`src/logic/amrm_pkg.sv`:
```
/*
  amrm_pkg: register map, field positions, reset values and carrier types
  for the converter run control and result monitor block.
  Assumes a 32-bit APB with byte addresses; one aligned word per register.
*/
package amrm_pkg;
  localparam logic [7:0] OFF_RUN_CTRL = 8'h00;
  localparam logic [7:0] OFF_BUSY_STAT = 8'h04;
  localparam logic [7:0] OFF_SW_START = 8'h08;
  localparam logic [7:0] OFF_FIXED_MODE = 8'h0c;
  localparam logic [7:0] OFF_MON0_CTRL = 8'h10;
  localparam logic [7:0] OFF_MON0_CMP = 8'h14;
  localparam logic [7:0] OFF_IRQ_STAT = 8'h18;
  localparam logic [7:0] OFF_IRQ_MASK = 8'h1c;

  localparam int RUN_ENABLE_BIT = 7;
  localparam int RUN_REPEAT_BIT = 0;
  localparam int BUSY_SW_BIT = 1;
  localparam int BUSY_ANY_BIT = 0;
  localparam int SW_START_BIT = 0;
  localparam int MON_CNT_LSB = 8;
  localparam int MON_EN_BIT = 7;
  localparam int MON_DIR_BIT = 4;
  localparam int MON_SEL_LSB = 0;
  localparam int CMP_LSB = 4;
  localparam int IRQ_MATCH_BIT = 0;
  localparam int IRQ_DONE_BIT = 1;

  localparam logic [31:0] FIXED_MODE_MASK = 32'h0000_ffff;
  localparam logic [31:0] FIXED_MODE_RESET = 32'h0000_0458;
  localparam logic [31:0] RUN_CTRL_MASK = 32'h0000_0081;
  localparam logic [31:0] MON_CTRL_MASK = 32'h0000_0f9f;
  localparam logic [31:0] MON_CMP_MASK = 32'h0000_fff0;
  localparam logic [1:0] IRQ_BITS_MASK = 2'h3;

  localparam int RESULT_W = 12;
  localparam int RESULT_REGS = 12;

  typedef enum logic [1:0] {
    CONV_IDLE,
    CONV_BUSY,
    CONV_BUSY_SW
  } amrm_conv_state_type;

  // events reported by the conversion core, each a one-cycle pulse
  typedef struct packed {
    logic start;
    logic start_sw;
    logic done;
    logic res_wr;
    logic [3:0] res_idx;
    logic [RESULT_W-1:0] res_data;
  } amrm_conv_event_type;

  typedef struct packed {
    logic [3:0] cnt_thresh;
    logic enable;
    logic dir_le;
    logic [3:0] sel;
  } amrm_mon_cfg_type;
endpackage

```
`src/logic/amrm_top.sv`:
```
/*
  amrm_top: converter run control, busy tracking, fixed analog mode
  register and result monitor 0, reached over an APB slave.
  Assumes the conversion core reports start, done and result writes as
  one-cycle pulses on sys_clk, and takes enable and repeat levels and a one-cycle start pulse.
*/
// Added by the designer: the APB register port and the address map.
`timescale 1ns/1ps
module amrm_top #(
  parameter int RESULT_REGS = 12,
  parameter int RESULT_W = 12
) (
  input wire logic sys_clk,
  input wire logic rst_n,
  input wire logic psel,
  input wire logic penable,
  input wire logic pwrite,
  input wire logic [7:0] paddr,
  input wire logic [31:0] pwdata,
  output logic [31:0] prdata,
  output logic pready,
  output logic pslverr,
  input wire amrm_pkg::amrm_conv_event_type conv_evt,
  output logic conv_enable,
  output logic repeat_enable,
  output logic sw_start,
  output logic monitor_match_irq,
  output logic irq
);
  // the monitor decode and compare width are fixed by the package
  generate
    if (RESULT_REGS != amrm_pkg::RESULT_REGS || RESULT_W != amrm_pkg::RESULT_W) begin : g_chk
      $error("amrm_top: only 12 result registers of 12 bits are served");
    end
  endgenerate

  function automatic logic addr_mapped(input logic [7:0] a);
    case (a)
      amrm_pkg::OFF_RUN_CTRL, amrm_pkg::OFF_BUSY_STAT, amrm_pkg::OFF_SW_START,
      amrm_pkg::OFF_FIXED_MODE, amrm_pkg::OFF_MON0_CTRL, amrm_pkg::OFF_MON0_CMP,
      amrm_pkg::OFF_IRQ_STAT, amrm_pkg::OFF_IRQ_MASK: addr_mapped = 1'b1;
      default: addr_mapped = 1'b0;
    endcase
  endfunction

  // bus slave state
  logic [31:0] prdata_q;
  logic [31:0] prdata_d;
  logic pready_q;
  logic pready_d;
  logic pslverr_q;
  logic pslverr_d;

  // software registers
  logic [31:0] run_q;
  logic [31:0] run_d;
  logic repeat_q;
  logic repeat_d;
  logic [31:0] mode_q;
  logic [31:0] mode_d;
  logic [31:0] mon_ctrl_q;
  logic [31:0] mon_ctrl_d;
  logic [31:0] mon_cmp_q;
  logic [31:0] mon_cmp_d;
  logic [1:0] irq_stat_q;
  logic [1:0] irq_stat_d;
  logic [1:0] irq_mask_q;
  logic [1:0] irq_mask_d;
  logic irq_q;
  logic irq_d;
  logic sw_start_q;
  logic sw_start_d;

  // conversion tracking and monitor
  amrm_pkg::amrm_conv_state_type conv_q;
  amrm_pkg::amrm_conv_state_type conv_d;
  logic [3:0] match_cnt_q;
  logic [3:0] match_cnt_d;
  logic match_irq_q;
  logic match_irq_d;

  logic setup;
  logic access_done;
  logic wr_en;
  logic rd_clear;
  logic busy_any;
  logic busy_sw;
  logic mon_fire;
  amrm_pkg::amrm_mon_cfg_type mon_cfg;

  assign setup = psel && !penable;
  assign access_done = psel && penable && pready_q;
  // unmapped writes were flagged at setup and are dropped at the commit edge
  assign wr_en = access_done && pwrite && !pslverr_q;
  // status clears only at the commit edge of a status read
  assign rd_clear = access_done && !pwrite && paddr == amrm_pkg::OFF_IRQ_STAT;
  assign busy_any = conv_q != amrm_pkg::CONV_IDLE;
  assign busy_sw = conv_q == amrm_pkg::CONV_BUSY_SW;

  // unpack the control word; bits 6:5 read as zero and have no field
  always_comb begin
    mon_cfg.cnt_thresh = mon_ctrl_q[amrm_pkg::MON_CNT_LSB +: 4];
    mon_cfg.enable = mon_ctrl_q[amrm_pkg::MON_EN_BIT];
    mon_cfg.dir_le = mon_ctrl_q[amrm_pkg::MON_DIR_BIT];
    mon_cfg.sel = mon_ctrl_q[amrm_pkg::MON_SEL_LSB +: 4];
  end

  // apb: answer in the cycle after setup, so every access has zero wait
  always_comb begin
    pready_d = setup;
    pslverr_d = setup ? !addr_mapped(paddr) : 1'b0;
    prdata_d = prdata_q;
    if (setup && !pwrite) begin
      case (paddr)
        amrm_pkg::OFF_RUN_CTRL: prdata_d = run_q;
        amrm_pkg::OFF_BUSY_STAT: begin
          prdata_d = 32'h0000_0000;
          prdata_d[amrm_pkg::BUSY_SW_BIT] = busy_sw;
          prdata_d[amrm_pkg::BUSY_ANY_BIT] = busy_any;
        end
        amrm_pkg::OFF_FIXED_MODE: prdata_d = mode_q;
        amrm_pkg::OFF_MON0_CTRL: prdata_d = mon_ctrl_q;
        amrm_pkg::OFF_MON0_CMP: prdata_d = mon_cmp_q;
        amrm_pkg::OFF_IRQ_STAT: prdata_d = {30'h0, irq_stat_q};
        amrm_pkg::OFF_IRQ_MASK: prdata_d = {30'h0, irq_mask_q};
        default: prdata_d = 32'h0000_0000;
      endcase
    end
  end

  always_ff @(posedge sys_clk or negedge rst_n) begin
    if (!rst_n) begin
      prdata_q <= 32'h0000_0000;
      pready_q <= 1'b0;
      pslverr_q <= 1'b0;
    end else begin
      prdata_q <= prdata_d;
      pready_q <= pready_d;
      pslverr_q <= pslverr_d;
    end
  end

  // software registers; masks keep reserved bits at zero
  always_comb begin
    run_d = run_q;
    mode_d = mode_q;
    mon_ctrl_d = mon_ctrl_q;
    mon_cmp_d = mon_cmp_q;
    irq_mask_d = irq_mask_q;
    sw_start_d = 1'b0;
    if (wr_en) begin
      case (paddr)
        amrm_pkg::OFF_RUN_CTRL: run_d = pwdata & amrm_pkg::RUN_CTRL_MASK;
        // held as written; software keeps the fixed value
        amrm_pkg::OFF_FIXED_MODE: mode_d = pwdata & amrm_pkg::FIXED_MODE_MASK;
        amrm_pkg::OFF_MON0_CTRL: mon_ctrl_d = pwdata & amrm_pkg::MON_CTRL_MASK;
        amrm_pkg::OFF_MON0_CMP: mon_cmp_d = pwdata & amrm_pkg::MON_CMP_MASK;
        amrm_pkg::OFF_IRQ_MASK: irq_mask_d = pwdata[1:0] & amrm_pkg::IRQ_BITS_MASK;
        // start only while enabled: a disabled converter ignores it
        amrm_pkg::OFF_SW_START: sw_start_d = pwdata[amrm_pkg::SW_START_BIT]
          && run_q[amrm_pkg::RUN_ENABLE_BIT];
        default: run_d = run_q;
      endcase
    end
    // registered so the pin cannot glitch while the control word settles
    repeat_d = run_d[amrm_pkg::RUN_REPEAT_BIT] && run_d[amrm_pkg::RUN_ENABLE_BIT];
  end

  always_ff @(posedge sys_clk or negedge rst_n) begin
    if (!rst_n) begin
      run_q <= 32'h0000_0000;
      repeat_q <= 1'b0;
      mode_q <= amrm_pkg::FIXED_MODE_RESET;
      mon_ctrl_q <= 32'h0000_0000;
      mon_cmp_q <= 32'h0000_0000;
      irq_mask_q <= 2'h0;
      sw_start_q <= 1'b0;
    end else begin
      run_q <= run_d;
      repeat_q <= repeat_d;
      mode_q <= mode_d;
      mon_ctrl_q <= mon_ctrl_d;
      mon_cmp_q <= mon_cmp_d;
      irq_mask_q <= irq_mask_d;
      sw_start_q <= sw_start_d;
    end
  end

  // busy tracking; a start in the done cycle keeps the flag up
  always_comb begin
    conv_d = conv_q;
    case (conv_q)
      amrm_pkg::CONV_IDLE: begin
        if (conv_evt.start) begin
          conv_d = conv_evt.start_sw ? amrm_pkg::CONV_BUSY_SW : amrm_pkg::CONV_BUSY;
        end
      end
      amrm_pkg::CONV_BUSY, amrm_pkg::CONV_BUSY_SW: begin
        if (conv_evt.start) begin
          conv_d = conv_evt.start_sw ? amrm_pkg::CONV_BUSY_SW : amrm_pkg::CONV_BUSY;
        end else if (conv_evt.done) begin
          conv_d = amrm_pkg::CONV_IDLE;
        end
      end
      // the spare state code falls back to idle
      default: conv_d = amrm_pkg::CONV_IDLE;
    endcase
  end

  always_ff @(posedge sys_clk or negedge rst_n) begin
    if (!rst_n) begin
      conv_q <= amrm_pkg::CONV_IDLE;
    end else begin
      conv_q <= conv_d;
    end
  end

  // monitor 0: consecutive matches on the selected result
  logic sel_hit;
  logic is_match;
  logic [RESULT_W-1:0] cmp_val;
  assign cmp_val = mon_cmp_q[amrm_pkg::CMP_LSB +: RESULT_W];
  // selections 12 to 15 name no result register and never compare
  assign sel_hit = conv_evt.res_wr && mon_cfg.sel == conv_evt.res_idx
    && mon_cfg.sel < 4'(RESULT_REGS);
  assign is_match = mon_cfg.dir_le ? (conv_evt.res_data <= cmp_val)
    : (conv_evt.res_data >= cmp_val);
  assign mon_fire = mon_cfg.enable && sel_hit && is_match
    && match_cnt_q == mon_cfg.cnt_thresh;

  always_comb begin
    match_cnt_d = match_cnt_q;
    match_irq_d = mon_fire;
    if (!mon_cfg.enable) begin
      match_cnt_d = 4'h0;
    end else if (sel_hit) begin
      if (!is_match || mon_fire) begin
        match_cnt_d = 4'h0;
      end else begin
        match_cnt_d = match_cnt_q + 4'h1;
      end
    end
  end

  always_ff @(posedge sys_clk or negedge rst_n) begin
    if (!rst_n) begin
      match_cnt_q <= 4'h0;
      match_irq_q <= 1'b0;
    end else begin
      match_cnt_q <= match_cnt_d;
      match_irq_q <= match_irq_d;
    end
  end

  // sticky status, cleared by read; only bits seen by the read are cleared,
  // and a new event in the clearing cycle still sets its bit
  logic [1:0] irq_evt;
  always_comb begin
    irq_evt = 2'h0;
    irq_evt[amrm_pkg::IRQ_MATCH_BIT] = mon_fire;
    irq_evt[amrm_pkg::IRQ_DONE_BIT] = conv_evt.done && busy_any;
    irq_stat_d = irq_stat_q;
    if (rd_clear) begin
      irq_stat_d = irq_stat_q & ~prdata_q[1:0];
    end
    irq_stat_d = irq_stat_d | irq_evt;
    // mask meets the next status, so irq follows the flag with no extra cycle
    irq_d = |(irq_stat_d & irq_mask_d);
  end

  always_ff @(posedge sys_clk or negedge rst_n) begin
    if (!rst_n) begin
      irq_stat_q <= 2'h0;
      irq_q <= 1'b0;
    end else begin
      irq_stat_q <= irq_stat_d;
      irq_q <= irq_d;
    end
  end

  assign prdata = prdata_q;
  assign pready = pready_q;
  assign pslverr = pslverr_q;
  assign conv_enable = run_q[amrm_pkg::RUN_ENABLE_BIT];
  assign repeat_enable = repeat_q;
  assign sw_start = sw_start_q;
  assign monitor_match_irq = match_irq_q;
  assign irq = irq_q;
endmodule

```
`config.mk`:
```
export PLATFORM = sky130hd
export DESIGN_NAME = amrm_top
export DESIGN_NICKNAME = d
export VERILOG_FILES = /design/src/logic/amrm_pkg.sv /design/src/logic/amrm_top.sv
export SDC_FILE = /design/constraint.sdc
export NUM_CORES = 1
export LEC_CHECK = 0
export ABC_CLOCK_PERIOD_IN_PS = 3000
export BUFFER_PORTS_ARGS = -buffer_cell sky130_fd_sc_hd__buf_4
export CORE_ASPECT_RATIO = 2
export CORE_MARGIN = 10
export CORE_UTILIZATION = 30
export DETAILED_ROUTE_END_ITERATION = 12
export GPL_ROUTABILITY_DRIVEN = 0
export PLACE_DENSITY = 0.61
export SLEW_MARGIN = 20
export SYNTH_ARGS = -nofsm -noshare
export SYNTH_HDL_FRONTEND = slang
export SYNTH_SLANG_ARGS = --single-unit
```
`constraint.sdc`:
```
create_clock -name sys_clk -period 3 [get_ports sys_clk]
set_input_delay 0.3 -clock sys_clk [delete_from_list [all_inputs] [get_ports sys_clk]]
set_output_delay 0.3 -clock sys_clk [all_outputs]
set_load 0.01 [all_outputs]
```
Yosys cells after proc, flatten, opt, wreduce, memory -nomap -nowiden:

Memories as Yosys holds them, arrays and structs flattened.
Index checks and enable logic that the tools add are counted.

* $add $sub $neg: 1
* $lt $le $gt $ge: 3
* equality and inequality tests: 14
* multiplexer cells: 19
* bitwise gates (word level): 4
* reduce and logical (&&, ||, !) cells: 32

Operator list (number)
* one-hot mux 16 bit (7 select lines): 1
* equality test 8 x 5 -> 1 bit, second input constant: 4
* equality test 8 x 4 -> 1 bit, second input constant: 2
* logical AND 1 bit: 16
* two-way mux 8 bit: 2
* two-way mux 2 bit: 7
* >= comparator 12 bit: 1
* <= comparator 12 bit: 1
* two-way mux 4 bit: 3
* equality test 4 bit: 2
* equality test 8 x 3 -> 1 bit, second input constant: 1
* zero test 8 bit: 1
* AND reduction 2 bit: 4
* zero test 1 bit: 5
* two-way mux 1 bit: 5
* adder 4 x 1 -> 4 bit, second input constant: 1
* AND 2 bit: 2
* < comparator 4 bit, second input constant: 1
* one-hot mux 2 bit (2 select lines): 1
* OR reduction 2 bit: 2
* zero test 3 bit: 1
* inequality test 3 bit, second input constant: 1
* equality test 2 x 1 -> 1 bit, second input constant: 1
* equality test 2 bit, second input constant: 1
* other kinds (7): 7

* bits in registers: 88
* bits in read-only memories: 32
* output and inout bits: 39
* logic and storage cells: 89
* memories: 1

Memory list
* (no name shown): words 32, bits a word 1, read ports 1, clocked after memory_dff 0, write ports 0, line amrm_top.sv:38 `case (a)`

Depth between registers and ports, before layout:

* word-level depth: 10
* mapped depth: 9
* mapped depth without buffers: 9

Worst setup path after synthesis:

Ideal clock, no wire load.

* kind: register -> register
* start point: register mon_cmp_q[5]
* end point: register irq_q, in the netlist irq
* setup time: 0.121 ns
* arrival time: 1.815 ns
* required time: 2.879 ns
* setup slack: 1.064 ns
* stages on the path, launching flop included: 10
* buffers on the path: 0
* clock period less this slack: 1.936 ns
* path through: dfrtp_1 > inv_1 > ha_1 > nor2b_1 > o211ai_1 > a211o_1 > a31oi_1 > o32ai_2 > a41o_1 > a22o_1

* longest elaborated chain between the ends: 7

RTL lines
* start, declared: line amrm_top.sv:63 `logic [31:0] mon_cmp_q;`
* start signal, assigned: line amrm_top.sv:183 `mon_cmp_q <= mon_cmp_d;`
* >= comparator 12 bit / <= comparator 12 bit (equally long branches): line amrm_top.sv:227, amrm_top.sv:226
* two-way mux 1 bit (*): line amrm_top.sv:226 `assign is_match = mon_cfg.dir_le ? (conv_evt.res_data <= cmp_val)`
* logical AND 1 bit (*): line amrm_top.sv:228 `assign mon_fire = mon_cfg.enable && sel_hit && is_match`
* logical AND 1 bit (*): line amrm_top.sv:229 `&& match_cnt_q == mon_cfg.cnt_thresh;`
* OR 2 bit (*): line amrm_top.sv:266 `irq_stat_d = irq_stat_d | irq_evt;`
* via irq_stat_d[0]: line amrm_top.sv:66 `logic [1:0] irq_stat_d;`
* AND 2 bit (*): line amrm_top.sv:268 `irq_d = |(irq_stat_d & irq_mask_d);`
* OR reduction 2 bit (*): line amrm_top.sv:268
* via irq_d: line amrm_top.sv:70 `logic irq_d;`
* end signal, assigned: line amrm_top.sv:277 `irq_q <= irq_d;`
* end, declared: line amrm_top.sv:69 `logic irq_q;`

Mark *: on every way through the listed nets, which the timed path passes. The rest lies on a longest branch.
A chain may end at the register's enable or synchronous reset.

Worst setup path in the final report:

Ends and elaborated chain as after synthesis.

==> run metrics <==
Worst-path clk slew roughly 0.06 ns; CTS Buf Count 9; Hold Fails Final Rpt 0; R2R Path Start mon_cmp_q[5]$_DFFE_PN0P_; fin area 4735 sq um; first-pass GRT wire length between 15,000 and 20,000 um; H-tree Lvls 3; Core Util, Final around 38%; number of antenna diodes 0; overall die width about 100 um; CTS Buffer Depth 2; layout filler cell count 1,241; critical path data required time approximately 3.2 ns; DRC Markers 0; CP endpoint kind register; Final min period roughly 2.2 ns; worst hold path class in2async; Yosys top cell by area dfrtp_1; Clock Latency Late Sink 0.33 ns; Die H 179.4 um; Area growth syn-to-layout 24.27%; sequential fraction of the synthesis area 47.42%; Worst R2R End irq$_DFF_PN0_; vias around 2,700; sw frac 23.09%; vias per inst 4.801; Overflow after GRT 0; row count between 50 and 60; Pwr Density between 400 and 500 nW/um^2; Peak VDD IR approximately 0.32 mV; vias in the first global route roughly 3,000; syn_area_per_cell roughly 12 sq um; Resize count post-CTS 0; FFs w/ async S/R, synth 100.0%; DP Wirelength 7367 um; synth warn 0; DP Area approximately 4400 sq um; Core ar. between 10,000 and 15,000 sq um; Logic pwr share between 8 and 9%; Finished Layout Cells 554; Post-synth EDFFs 0; CP max FO 4; Synth Flop Type dfrtp_1; layout cells sized above 1 around 38%; crit-path max cell delay roughly 0.37 ns; Yosys reg bits 72; top cells by area, synth dfrtp_1 (45%), mux2_4 (8.7%), mux2_2 (5.3%); critical path buffer and inverter count 1; Hold Buf Count CTS 0; Post-Syn Area 3810 sq um; largest net degree at the start of global routing 73; switching power 0.0005216 W; wire length per cell 17.59 um; FF-to-FF setup slack about 0.81 ns; TritonCTS clock tree done; most frequent cells in the layout buf_4 (74), dfrtp_1 (68), inv_1 (22), mux2_4 (22), nand2_1 (19); Nets 480; CP top delay family compound AO/OA/AOI/OAI gates; clk_skew around 0.0026 ns; Power, Total approximately 0.0023 W; Leakage 2.337 nW; clk root buf clkbuf_16; Total Routing Usage GR 11.34%; status finished clean; Pre-Repair DR Iteration Count 4; postcts setup bufs 0; f_max 0.4557 GHz; critical-path cell list inv_1, ha_1, nor2b_1, o211ai_1, a211o_1, a31oi_1, o32ai_2, a41o_1, a22o_1; CP startpoint kind register; WP data arrival 2.41 ns; Setup Total Neg Slack 0 ns; WS Path Type reg2reg; final WL between 9000 and 10,000 um; antenna-violating nets left 0; Worst Reg-to-Reg Cells 9; max-cap violations 0; Flop pwr share between 40% and 50%; IO buf count 71; final setup vio count 0; Synth top area share 44.66%; most common cell after layout, fill and taps aside buf_4; Slowest cell on crit path dfrtp_1; Clk network pwr share roughly 47%; DR iter-0 viols 69; Syn Inst Count approximately 320; post-route clock period utilization 73.15%; RSZ-0062 raised after global routing false; # clock sinks 72; Int Pwr ~0.0017 W; Tightest Pin Transition about 0.95 ns; Final Max Tran Viols 0; die area about 18,000 sq um; library cells used by synthesis 56; slew margin rel. between 30% and 40%; antenna violations before repair 0; Initial Util between 30 and 40%; I/O Pins around 100; DP Cell Count between 500 and 600
per-stage QoR:
stage,setup slack [ns],hold WS [ns]
floorplan,1.064,0.004409
global placement,0.8691,0.4668
detailed placement,0.8183,0.4757
CTS,0.8135,0.1439
global route,0.6811,0.1691
finish,0.8056,0.07486
power groups by stage:
stage / Clock [W] / Combinational, W / Sequential (W)
6_report: 0.00106 / 0.000202 / 0.000999
5_1_grt: 0.00113 / 0.000233 / 0.00100
4_1_cts: 0.00109 / 0.000206 / 0.000999
3_5_place_dp: 0 / 0.000206 / 0.00102
3_3_place_gp: 0 / 0.000198 / 0.00102
2_1_floorplan: 0 / 0.000116 / 0.00101
worst max path at each step:
stage / start / to / slack, ns / cells after the start
floorplan: mon_cmp_q[5]$_DFFE_PN0P_ / irq$_DFF_PN0_ / 1.06 / 9
global placement: mon_cmp_q[5]$_DFFE_PN0P_ / irq$_DFF_PN0_ / 0.87 / 9
detailed placement: mon_cmp_q[5]$_DFFE_PN0P_ / irq$_DFF_PN0_ / 0.82 / 9
CTS: mon_cmp_q[5]$_DFFE_PN0P_ / irq$_DFF_PN0_ / 0.81 / 9
global route: mon_cmp_q[5]$_DFFE_PN0P_ / irq$_DFF_PN0_ / 0.68 / 9
finish: mon_cmp_q[5]$_DFFE_PN0P_ / irq$_DFF_PN0_ / 0.81 / 9
area by class of cell:
| class | count | area, sq um | share of cell area, % |
|---|---|---|---|
| tap | 150 | 187.7 | 3.964 |
| inverter | 22 | 82.58 | 1.744 |
| clock buffer | 10 | 239.0 | 5.048 |
| multi-input combinational | 220 | 1804 | 38.11 |
| sequential | 72 | 1807 | 38.16 |
| timing repair buffer | 74 | 555.5 | 11.73 |
| clock inverter | 6 | 58.81 | 1.242 |
per-layer routing:
| metal | GRT usage (%) | vias to the layer above | part of all wire [%] |
|---|---|---|---|
| met1 | 12.38 | 1285 | 40 |
| met3 | 3.994 | 12 | 7.2 |
| met4 | 5.222 | 0 | 2.1 |
| met2 | 19.15 | 83 | 50 |
| li1 | - | 1280 | - |
| met5 | 0 | - | 0 |
logic make-up (layout without fill, tap and decap cells):
family | count (synthesis) | in the layout | synth area share, %
AO/OA/AOI/OAI | 66 | 66 | 12.02
XOR/XNOR | 7 | 7 | 1.609
AND/OR/NAND/NOR | 72 | 72 | 12.05
adder cells (fa/ha/maj) | 16 | 16 | 5.254
multiplexers | 43 | 43 | 14.84
other | 1 | 16 | 0.09843
buffers and inverters | 46 | 112 | 6.699
flip-flops | 72 | 72 | 47.42
cells in the mapped netlist, types with 3 or more instances:
| cell | n |
|---|---|
| nor2_1 | 9 |
| xor2_1 | 7 |
| dfstp_2 | 4 |
| buf_2 | 3 |
| nand2_1 | 19 |
| o21ai_0 | 12 |
| dfrtp_1 | 68 |
| nand2b_1 | 4 |
| nor2b_1 | 6 |
| inv_1 | 22 |
| ha_1 | 16 |
| a21oi_1 | 12 |
| mux2_2 | 18 |
| nor2_4 | 3 |
| a22oi_1 | 9 |
| o21ai_1 | 6 |
| clkbuf_1 | 3 |
| nand4_1 | 4 |
| mux2_4 | 22 |
| a22o_1 | 9 |
| nand2_2 | 3 |
| buf_4 | 16 |
| nand3_1 | 5 |
registers in the layout, indices dropped and copies added (netlist names), 2 cells and up:
name	count
match_cnt_q	4
irq_stat_q	2
mode_q	16
mon_cmp_q	12
irq_mask_q	2
prdata	16
mon_ctrl_q	10
run_q	2
conv_q	2
worst register-to-register path, stage by stage (launching register included):
cell and delay [ns]:
dfrtp_1 0.37, inv_1 0.06, ha_1 0.28, nor2b_1 0.14, o211ai_1 0.10, a211o_1 0.27
a31oi_1 0.18, o32ai_2 0.16, a41o_1 0.28, a22o_1 0.24
Note: power is estimated with default switching activity, not from simulation.
